`config.mk`:
```
export PLATFORM = sky130hd
export DESIGN_NAME = instr_seq
export DESIGN_NICKNAME = d
export VERILOG_FILES = /design/src/rtl/instr_seq.v
export VERILOG_INCLUDE_DIRS = /design/src /design/src/rtl
export SDC_FILE = /design/constraint.sdc
export NUM_CORES = 1
export LEC_CHECK = 0
export BUFFER_PORTS_ARGS = -buffer_cell sky130_fd_sc_hd__clkbuf_2
export CAP_MARGIN = 20
export CORE_ASPECT_RATIO = 1.5
export CORE_MARGIN = 2
export CORE_UTILIZATION = 43
export CTS_BUF_LIST = sky130_fd_sc_hd__clkbuf_2 sky130_fd_sc_hd__clkbuf_4 sky130_fd_sc_hd__clkbuf_8
export CTS_CLUSTER_SIZE = 24
export DETAILED_ROUTE_END_ITERATION = 8
export GPL_ROUTABILITY_DRIVEN = 0
export MAX_ROUTING_LAYER = met4
export PLACE_DENSITY = 0.66
export SLEW_MARGIN = 20
export SYNTH_ARGS = -nofsm -noshare
export SYNTH_HDL_FRONTEND = slang
export SYNTH_SLANG_ARGS = --single-unit
```
`constraint.sdc`:
```
create_clock -name clk_sys -period 4.35 [get_ports clk_sys]
set_input_delay 0.87 -clock clk_sys [delete_from_list [all_inputs] [get_ports clk_sys]]
set_output_delay 0.87 -clock clk_sys [all_outputs]
set_load 0.01 [all_outputs]
```
`src/rtl/instr_seq_map.vh`:
```
// opcode encodings and sequencer constants for the instruction sequencer
`ifndef INSTR_SEQ_MAP_VH
`define INSTR_SEQ_MAP_VH

// opcode classes: upper five bits select the class, low three the register
`define OPC_CLASS_HI        7
`define OPC_CLASS_LO        3
`define OPC_REG_HI          2
`define OPC_REG_LO          0

// register forms (low three bits pick the working register)
`define CLS_LOAD_IMM_REG    5'h01
`define CLS_STORE_INDIRECT  5'h02
`define CLS_SWAP_ACC_REG    5'h03
`define CLS_DEC_BRANCH_NZ   5'h04

// whole-byte branch opcodes
`define OP_BRANCH_TIMER     8'h80
`define OP_BRANCH_IBF_EMPTY 8'h81
`define OP_BRANCH_OBF_FULL  8'h82
`define OP_BRANCH_CARRY_SET 8'h83
`define OP_BRANCH_CARRY_CLR 8'h84
`define OP_BRANCH_ACC_ZERO  8'h85
`define OP_BRANCH_ACC_NZ    8'h86
`define OP_BRANCH_T_HIGH    8'h87
`define OP_BRANCH_T_LOW     8'h88

// reset values
`define RESET_PC            12'h000
`define RESET_ACC           8'h00

// clocks per machine cycle
`define MC_DIV_DEFAULT      1

`endif

```
`src/rtl/instr_seq.v`:
```
// instruction length, cycle count and conditional branch sequencer
//
// Summary of operation
// - load immediate to working register: two bytes, two cycles
// - indirect store of accumulator to data memory: one byte, one cycle
// - swap accumulator and working register: one byte, one cycle
// - timer branch: jump if overflow flag set, clear flag, two cycles
// - decrement register, jump if result nonzero; two bytes, two cycles
// - branch when input buffer full flag is zero; two bytes, two cycles
// - branch when output buffer full flag is one; two bytes, two cycles
// - carry branches jump on carry one or zero; two bytes, two cycles
// - accumulator branches jump on zero or nonzero; two bytes, cycles two
// - test input branches jump on input high or low; two bytes, two cycles
`include "instr_seq_map.vh"

module instr_seq #(
	parameter MC_DIV = `MC_DIV_DEFAULT
) (
	// clock and reset
	input  wire        clk_sys,
	input  wire        nrst,
	// program memory
	output reg  [11:0] prog_addr,
	input  wire [7:0]  prog_data,
	// flags from the rest of the core
	input  wire        carry,
	input  wire        timer_overflow_flag,
	input  wire        input_buffer_full_flag,
	input  wire        output_buffer_full_flag,
	input  wire        second_test_input,
	input  wire        bank_select,
	// flag side effects
	output reg         timer_flag_clear,
	// internal data memory write port
	output reg         dmem_we,
	output reg  [7:0]  dmem_addr,
	output reg  [7:0]  dmem_wdata,
	// state visible to the core
	output reg  [7:0]  acc,
	output reg         opcode_fetch,
	output reg         machine_cycle
);

	localparam ST_FETCH   = 1'b0;
	localparam ST_OPERAND = 1'b1;

	reg         state;
	reg  [7:0]  opcode;
	reg  [7:0]  div_cnt;
	reg  [7:0]  work_reg [0:15];
	wire        mc_en;
	wire [4:0]  cls;
	wire [3:0]  reg_sel;
	wire [3:0]  opr_sel;
	wire [7:0]  reg_val;
	wire [7:0]  opr_val;
	wire [7:0]  dec_val;
	reg         take;
	wire        fetch_en;
	wire        operand_en;
	wire        store_en;
	wire        swap_en;
	wire [4:0]  held_cls;
	reg         wr_en;
	reg  [3:0]  wr_sel;
	reg  [7:0]  wr_data;
	integer     i;

	// true for the whole-byte conditional branch opcodes
	function is_branch;
		input [7:0] op;
		begin
			is_branch = (op >= `OP_BRANCH_TIMER) &&
				(op <= `OP_BRANCH_T_LOW);
		end
	endfunction

	// true for opcodes that carry a second byte
	function two_byte;
		input [7:0] op;
		begin
			two_byte = (op[7:3] == `CLS_LOAD_IMM_REG) ||
				(op[7:3] == `CLS_DEC_BRANCH_NZ) ||
				is_branch(op);
		end
	endfunction

	assign mc_en   = (div_cnt == MC_DIV[7:0] - 8'h01);
	assign cls     = prog_data[`OPC_CLASS_HI:`OPC_CLASS_LO];
	assign reg_sel = {bank_select, prog_data[`OPC_REG_HI:`OPC_REG_LO]};
	assign opr_sel = {bank_select, opcode[`OPC_REG_HI:`OPC_REG_LO]};
	assign reg_val = work_reg[reg_sel];
	assign opr_val = work_reg[opr_sel];
	assign dec_val = opr_val - 8'h01;

	// every state change waits for the machine cycle enable
	assign fetch_en   = mc_en && (state == ST_FETCH);
	assign operand_en = mc_en && (state == ST_OPERAND);
	assign held_cls   = opcode[`OPC_CLASS_HI:`OPC_CLASS_LO];
	assign store_en   = fetch_en && (cls == `CLS_STORE_INDIRECT);
	assign swap_en    = fetch_en && (cls == `CLS_SWAP_ACC_REG);

	// branch condition for the held opcode
	always @* begin
		take = 1'b0;
		if (opcode[7:3] == `CLS_DEC_BRANCH_NZ)
			take = (dec_val != 8'h00);
		else begin
			case (opcode)
			`OP_BRANCH_TIMER:     take = timer_overflow_flag;
			`OP_BRANCH_IBF_EMPTY: take = ~input_buffer_full_flag;
			`OP_BRANCH_OBF_FULL:  take = output_buffer_full_flag;
			`OP_BRANCH_CARRY_SET: take = carry;
			`OP_BRANCH_CARRY_CLR: take = ~carry;
			`OP_BRANCH_ACC_ZERO:  take = (acc == 8'h00);
			`OP_BRANCH_ACC_NZ:    take = (acc != 8'h00);
			`OP_BRANCH_T_HIGH:    take = second_test_input;
			`OP_BRANCH_T_LOW:     take = ~second_test_input;
			default:              take = 1'b0;
			endcase
		end
	end

	// machine cycle divider
	always @(posedge clk_sys) begin
		if (!nrst)
			div_cnt <= 8'h00;
		else if (mc_en)
			div_cnt <= 8'h00;
		else
			div_cnt <= div_cnt + 8'h01;
	end

	// fetch and operand sequencing, program counter
	always @(posedge clk_sys) begin
		if (!nrst) begin
			state     <= ST_FETCH;
			opcode    <= 8'h00;
			prog_addr <= `RESET_PC;
		end else if (fetch_en) begin
			opcode    <= prog_data;
			prog_addr <= prog_addr + 12'h001;
			if (two_byte(prog_data))
				state <= ST_OPERAND;
		end else if (operand_en) begin
			// second byte is consumed before the next opcode is taken
			state <= ST_FETCH;
			if (take)
				prog_addr <= {prog_addr[11:8], prog_data};
			else
				prog_addr <= prog_addr + 12'h001;
		end
	end

	// single write port into the working registers
	always @* begin
		wr_en   = 1'b0;
		wr_sel  = opr_sel;
		wr_data = prog_data;
		if (swap_en) begin
			wr_en   = 1'b1;
			wr_sel  = reg_sel;
			wr_data = acc;
		end else if (operand_en && held_cls == `CLS_LOAD_IMM_REG) begin
			wr_en   = 1'b1;
		end else if (operand_en && held_cls == `CLS_DEC_BRANCH_NZ) begin
			wr_en   = 1'b1;
			wr_data = dec_val;
		end
	end

	// both banks clear at reset
	always @(posedge clk_sys) begin
		if (!nrst) begin
			for (i = 0; i < 16; i = i + 1)
				work_reg[i] <= 8'h00;
		end else if (wr_en) begin
			work_reg[wr_sel] <= wr_data;
		end
	end

	// accumulator changes only through the swap
	always @(posedge clk_sys) begin
		if (!nrst)
			acc <= `RESET_ACC;
		else if (swap_en)
			acc <= reg_val;
	end

	// data memory write port: address from the register, data from acc
	always @(posedge clk_sys) begin
		if (!nrst) begin
			dmem_we    <= 1'b0;
			dmem_addr  <= 8'h00;
			dmem_wdata <= 8'h00;
		end else begin
			dmem_we <= store_en;
			if (store_en) begin
				dmem_addr  <= reg_val;
				dmem_wdata <= acc;
			end
		end
	end

	// registered status outputs, each one clock behind its enable
	always @(posedge clk_sys) begin
		if (!nrst) begin
			timer_flag_clear <= 1'b0;
			opcode_fetch     <= 1'b0;
			machine_cycle    <= 1'b0;
		end else begin
			timer_flag_clear <= 1'b0;
			// clear goes out whether or not the branch is taken
			if (operand_en && opcode == `OP_BRANCH_TIMER)
				timer_flag_clear <= 1'b1;
			opcode_fetch     <= fetch_en;
			machine_cycle    <= mc_en;
		end
	end

endmodule

```
Word-level counts from Yosys, hierarchy flattened

Memories as Yosys holds them, arrays and structs flattened.
Cells that the tools add are included.

$lt $le $gt $ge: 2
Shift-type cells: 0
Bitwise logic cells: 5
Multiply operators: 0
Reductions and logical operators: 19
Eq/ne operators: 17
Divide/modulo/power cells: 0
$add $sub $neg: 3
Mux-type cells: 23

Operator list:

| cell                  | number |
|---|---|
| $eq 8x8->1 const B    | 9 |
| $mux 12               | 3 |
| $mux 8                | 4 |
| $logic_not 8->1       | 2 |
| $reduce_bool 8->1     | 2 |
| $mux 1                | 13 |
| $add 12x1->12 const B | 1 |
| $eq 5x1->1 const B    | 2 |
| $eq 5x2->1 const B    | 2 |
| $eq 5x3->1 const B    | 2 |
| $pmux 1 s9            | 1 |
| $add 8x1->8 const B   | 1 |
| $ge 8x8->1 const B    | 1 |
| $le 8x8->1 const B    | 1 |
| $logic_and 1x1->1     | 8 |
| $reduce_or 8->1       | 1 |
| $sub 8x1->8 const B   | 1 |
| $not 1->1             | 5 |
| $mux 4                | 1 |
| $ne 2x1->1 const B    | 2 |
| $reduce_and 2->1      | 2 |
| $mux 3                | 1 |
| $logic_or 1x1->1      | 2 |
| $reduce_bool 2->1     | 1 |
| $reduce_or 2->1       | 1 |

Word-level logic and storage cells: 82
Memory bits (writable): 128
Bits in latches: 0
Memories: 1
Memory bits (read-only): 0
Register bits: 57
Output and inout bits: 40
Input bits: 16

Memory list:

| memory   | depth | bits a word | rd ports | clocked after Yosys merged registers in | wr ports | line           | source |
|---|---|---|---|---|---|---|---|
| work_reg | 16    | 8           | 2        | 0                                       | 16       | instr_seq.v:50 | `reg [7:0] work_reg [0:15];` |

Depth between registers and ports, before layout

Gate-level depths: netlist (run 1).

Word-level depth: 11
Depth in mapped cells: 15
Depth with buffers taken out: 11

Worst setup path after synthesis (run 1)

No wires, ideal clock.

Path kind: input to register
Start point: input bank_select
End point: register prog_addr[8]
Data arrival time: 3.379 ns
Required time: 4.220 ns
Path buffers: 5
Setup slack: 0.841 ns
Library setup time: 0.130 ns
Stages: 12
Path through: clkbuf_1 > inv_1 > clkbuf_1 > mux2_2 > ha_1 > clkbuf_1 > o31a_1 > o31a_1 > buf_2 > buf_2 > o311ai_1 > o31ai_1

Longest elaborated chain between the ends: 6

RTL lines:

| what                              | line            | source |
|---|---|---|
| from (decl)                       | instr_seq.v:31  | `input wire bank_select,` |
| $mem_v2 16x8                      | --              |  |
| $sub 8x1->8                       | instr_seq.v:94  | `assign dec_val = opr_val - 8'h01;` |
| $reduce_bool 8->1                 | instr_seq.v:107 | `take = (dec_val != 8'h00);` |
| $mux 1                            | instr_seq.v:106 | `` if (opcode[7:3] == `CLS_DEC_BRANCH_NZ) `` |
| $ne 2x1->1 (no source line)       | --              |  |
| $reduce_and 2->1 (no source line) | --              |  |
| to (signal assigned)              | instr_seq.v:139 | `` prog_addr <= `RESET_PC; `` |
| to (signal assigned)              | instr_seq.v:142 | `prog_addr <= prog_addr + 12'h001;` |
| to (signal assigned)              | instr_seq.v:149 | `prog_addr <= {prog_addr[11:8], prog_data};` |
| to (decl)                         | instr_seq.v:23  | `output reg [11:0] prog_addr,` |

Every way passes these cells.
A chain may end at the register's enable or synchronous reset.

==> impl_metrics.yaml, run 1 <==
clock_network:
  post_cts_resized: 0
  cts_setup_buffers: 0
  cts_tree: "yes"
  clkSinkCount: 185
  cts.path.max_buffers: 2
  postCtsHoldBufs: 0
  ctsRootBufferMaster: "clkbuf_8"
  clk_latency_ps: 480
  cts_made_buffers: 17
  clk_pin_slew_ps: 110
  h-tree-depth: 4
worst_hold_path:
  hp-class: "register to register"
logic_synthesis:
  ys.warnings.count: 0
  synth.distinct_cells: 63
  ys_async_sr_fraction_pct: 0
  ys_ff_latch: 185
  synthTopCellsByCount: "205 x nor2_1, 128 x edfxtp_1, 73 x nand2_1"
  ys_seq_area_share_pct: 51.6
  synth_top_area_share_pct: 39.8
  synth_nets: 915
  syn_area_um2: 9650
  ys.flop_type: "edfxtp_1"
  avgSynthCellArea_um2: 10.8
  synth_edf_count: 128
  yosysMostFrequentCell: "nor2_1"
  ys_top_cells_by_area: "edfxtp_1 40%, dfxtp_1 12%, mux4_2 9.8%"
  synth.largest_area_cell: "edfxtp_1"
  synthCells: 894
placed_design:
  port_buffers: 55
  place_inst: 1198
  dpl.hpwl_um: 20300
die:
  core_area_um2: 22200
  dieArea_um2: 23700
  rows: 67
  die_w_um: 126
  ioPinCount: 56
  start_util_pct: 43.5
  die_h_um: 188
route:
  via_per_inst: 6.07
  drt_iter0_drc: 562
  antenna_left: 0
  drc: 0
  wl_per_cell_um: 22.4
  drt-total-wl_um: 27600
  drtPass1Iterations: 5
  vias: 7462
setup_path:
  crit_start: "div_cnt[7]"
  endpoint_kind: "register"
  worstSetupPathType: "register to register"
  required_ps: 4510
  crit_path_start_kind: "register"
  crit_path_max_fanout: 13
  timing.rr.start: "div_cnt[7]"
  rr_worst_depth: 9
  ff2ff_setup_slack_ps: 400
  r2r_end: "work_reg[14][1]"
  critPathArrivalTime_ps: 4110
  endpoint: "work_reg[14][1]"
global_routing:
  antenna_found_initial: 0
  overflow: 0
  grt.total_usage_pct: 24.2
  grt_max_degree: 43
  grt_pass1_vias: 7228
  grt_first_pass_wirelength_um: 42200
sta:
  min_period_over_period_pct: 90.9
  hold_viol: 0
  worst_pin_slew_ps: 897
  fin_crit_ps: 3950
  grt_setup_unrepaired: "no"
  maxSlewHeadroom_pct: 40.2
  skew_ps: 11.9
  finalSetupViolations: 0
  fmax_ghz: 0.253
  drv_slew: 0
  setup_tns_ps: 0
power:
  powerDensity_nw_per_um2: 337
  p_leak_nw: 3.96
  peakVddDrop_uv: 168
cells_and_area:
  drive_above_1_share_pct: 19.3
  fillers: 2037
  largest_reg_flops: 128
  syn_to_final_growth_pct: 10.7
  num_antenna_cells: 0
  stdcell_count: 1230
  final_nets: 962
job:
  cap_violations: 0
status:
  outcome: "finished clean"
-- kinds of logic (layout without fill, tap and decap cells) --
family	count (synthesis)	count (layout)	synth area share (%)
buf+inv	74	134	3.24
xor+xnor	14	14	1.27
fa+ha+maj	5	5	0.648
simple gates	392	392	18.1
flops	185	185	51.6
compound gates	125	125	9.35
mux	99	99	15.8
-- power breakdown --
group | internal, mW | total [mW] | switching, mW
registers | 1.93 | 1.98 | 0.0524
logic | 0.180 | 0.460 | 0.281
clock network | 0.478 | 1.16 | 0.685
total | 2.59 | 3.61 | 1.02
-- layout make-up --
type                            instances  area, um^2  share of cell area, %
Timing Repair Buffer                   90         553                   5.17
Clock inverter                         15         156                   1.46
Tap cell                              276         345                   3.23
Inverter                               12        45.0                  0.421
Clock buffer                           17         234                   2.19
Sequential cell                       185        4990                   46.7
Multi-Input combinational cell        635        4370                   40.9
-- critical path: stages (launching register included) --
cell,delay (ps)
dfxtp_1,330
or4_1,610
nor4_2,420
nand3_1,260
or3b_2,660
nor2_1,120
o21ai_0,180
nor2_1,420
nand2_1,300
nand2_1,330
-- cell usage in the layout, fill, tap and decap left out, types with 7 or more instances in the layout --
cell type and n:
nor2_1 204, and3_1 11, a211o_1 11, a21oi_1 19
a22oi_1 13, nand2_1 73, clkbuf_2 54, xnor2_1 8
mux2i_1 53, a221oi_1 16, nand3b_1 7, mux4_2 42
o211ai_1 8, nand2b_1 14, nor3_1 23, edfxtp_1 128
dfxtp_1 55, nand3_1 21, a31oi_1 7, clkbuf_8 17
nor2b_1 8, buf_4 35, inv_1 11, o21ai_0 18
-- layer usage --
metal	track usage, %	vias to the layer above	wire (um)
li1	-	3391	-
met1	26.3	3654	9810
met2	41.6	325	14500
met3	2.94	92	1370
met4	15.4	0	1900
met5	-	-	0
-- worst min path at each step --
stage / startpoint / to / slack, ps / cells after the start
finish: dmem_wdata[4] / dmem_wdata[4] / 460 / 2
global route: dmem_wdata[4] / dmem_wdata[4] / 480 / 2
CTS: dmem_wdata[4] / dmem_wdata[4] / 460 / 2
detailed placement: dmem_wdata[4] / dmem_wdata[4] / 450 / 2
global placement: dmem_wdata[1] / dmem_wdata[1] / 440 / 2
floorplan: div_cnt[0] / div_cnt[0] / 450 / 1
-- metrics by stage --
step	cell area [um^2]	power, mW	hold slack (ps)	util, %	setup slack, ps
floorplan	9650	2.31	449	-	841
global placement	10300	2.47	442	46.4	513
detailed placement	10300	2.48	446	46.4	491
CTS	10700	3.62	461	48.1	474
global route	10700	3.72	476	48.1	208
finish	10700	3.61	458	48.1	396
(Power assumes the default switching activity.)
==> run 2: changes to the inputs <==
Settings changed: PLACE_DENSITY 0.66 to 0.69.
==> run 2 against run 1 <==
Effect of this change: sequential power about the same; sequential share of layout area increased by 0.20 points; clock-buffer cell count unchanged; wire length decreased by 1.4%; largest power group unchanged.
==> impl_metrics.yaml, run 2 (synthesis gave the netlist of run 1 again) <==
cells_and_area:
  drive_above_1_share_pct: 18.8
  utilization_pct: 47.9
  syn_to_final_growth_pct: 10.3
  final_nets: 957
  final_cell_mix: "204 x nor2_1, 128 x edfxtp_1, 73 x nand2_1"
  final_cell_area_um2: 10600
  mostFrequentLayoutCell: "nor2_1"
  num_antenna_cells: 0
  largest_reg_flops: 128
global_routing:
  grt_max_degree: 43
  overflow: 0
  grt_pass1_vias: 7315
  grt.total_usage_pct: 23.8
  grt_first_pass_wirelength_um: 41500
  antenna_found_initial: 0
sta:
  min_period_over_period_pct: 91.1
  finalSetupViolations: 0
  worst_pin_slew_ps: 1000
  hold_viol: 0
  maxSlewHeadroom_pct: 33.0
  fmax_ghz: 0.252
  skew_ps: 17.8
  setup_tns_ps: 0
  drv_slew: 0
  fin_crit_ps: 3960
  grt_setup_unrepaired: "no"
die:
  dieArea_um2: 23700
  start_util_pct: 43.5
  rows: 67
  ioPinCount: 56
  die_h_um: 188
  core_area_um2: 22200
  die_w_um: 126
route:
  vias: 7412
  drc: 0
  drt_iter0_drc: 601
  wl_per_cell_um: 22.2
  via_per_inst: 6.05
  drtPass1Iterations: 5
  antenna_left: 0
  drt-total-wl_um: 27200
power:
  powerDensity_nw_per_um2: 335
  power_frac_clock_pct: 31.5
  p_comb_share_pct: 12.9
  p_int_mw: 2.53
  p_seq_share_pct: 55.6
  switchingPower_mw: 1.04
  p_sw_share_pct: 29.1
  peakVddDrop_uv: 198
  p_leak_nw: 3.92
clock_network:
  cts_setup_buffers: 0
  cts_made_buffers: 17
  ctsRootBufferMaster: "clkbuf_8"
  h-tree-depth: 4
  cts.path.max_buffers: 2
  clk_latency_ps: 500
  postCtsHoldBufs: 0
  clkSinkCount: 185
  cts_tree: "yes"
  clk_pin_slew_ps: 100
setup_path:
  endpoint_kind: "register"
  crit_start: "div_cnt[7]"
  crit_path_start_kind: "register"
  critPathArrivalTime_ps: 4130
  crit_path_max_fanout: 9
  ff2ff_setup_slack_ps: 390
  required_ps: 4510
  timing.rr.start: "div_cnt[7]"
  worstSetupPathType: "register to register"
worst_hold_path:
  hp-class: "register to register"
  min_from: "dmem_wdata[4]"
placed_design:
  port_buffers: 55
  dpl.hpwl_um: 19800
  postPlaceCellArea_um2: 10300
job:
  cap_violations: 0
status:
  outcome: "finished clean"
==> run 2: layout make-up <==
| type | count | area [um^2] |
|---|---|---|
| Clock buffer | 17 | 234 |
| Fill cell | 1984 | 11600 |
| Timing Repair Buffer | 85 | 528 |
| Inverter | 12 | 45.0 |
| Tap cell | 276 | 345 |
| Clock inverter | 15 | 131 |
| Sequential cell | 185 | 4990 |
| Multi-Input combinational cell | 635 | 4370 |
==> run 2: worst paths after layout <==
kind	endpoint	cells after the start
setup / recovery	work_reg[9][7]	9
hold / removal	dmem_wdata[4]	2
setup reg to reg	work_reg[9][7]	9
hold reg to reg	dmem_wdata[4]	2
==> run 2: through the flow <==
step	cells	setup slack [ps]	hold WS [ps]	total power, mW
3_3_place_gp	1193	250	442	2.47
2_1_floorplan	894	841	449	2.31
6_report	1225	385	458	3.56
4_1_cts	1225	162	462	3.57
3_5_place_dp	1193	188	447	2.47
5_1_grt	1225	225	484	3.67
==> run 2: critical path: stages (launching register included) <==
cell	delay, ps
dfxtp_1	320
or4_1	600
nor4_2	370
nand3_1	260
nor3b_4	360
mux2i_1	340
inv_1	110
nor3_2	460
nand3_1	390
nand2_1	420
==> run 2: what timing repair did <==
item / in CTS / in global routing
hold endpoints to repair: 0 / 0
gates resized for setup: 0 / 1
setup endpoints to repair: 0 / 8
==> run 2: power groups by stage <==
stage                     combinational, mW  sequential (mW)  clock, mW
after floorplan                       0.317             1.99          0
after global placement                0.450             2.02          0
after detailed placement              0.453             2.02          0
after CTS                             0.454             1.98       1.14
after global routing                  0.486             1.99       1.19
final                                 0.460             1.98       1.12
==> run 2: metal layers <==
layer / global-route usage [%] / wire, um / up-vias
met4: 16.3 / 1820 / 0
li1: - / - / 3385
met5: - / 0 / -
met3: 3.88 / 1740 / 90
met1: 25.0 / 9550 / 3577
met2: 40.5 / 14100 / 360
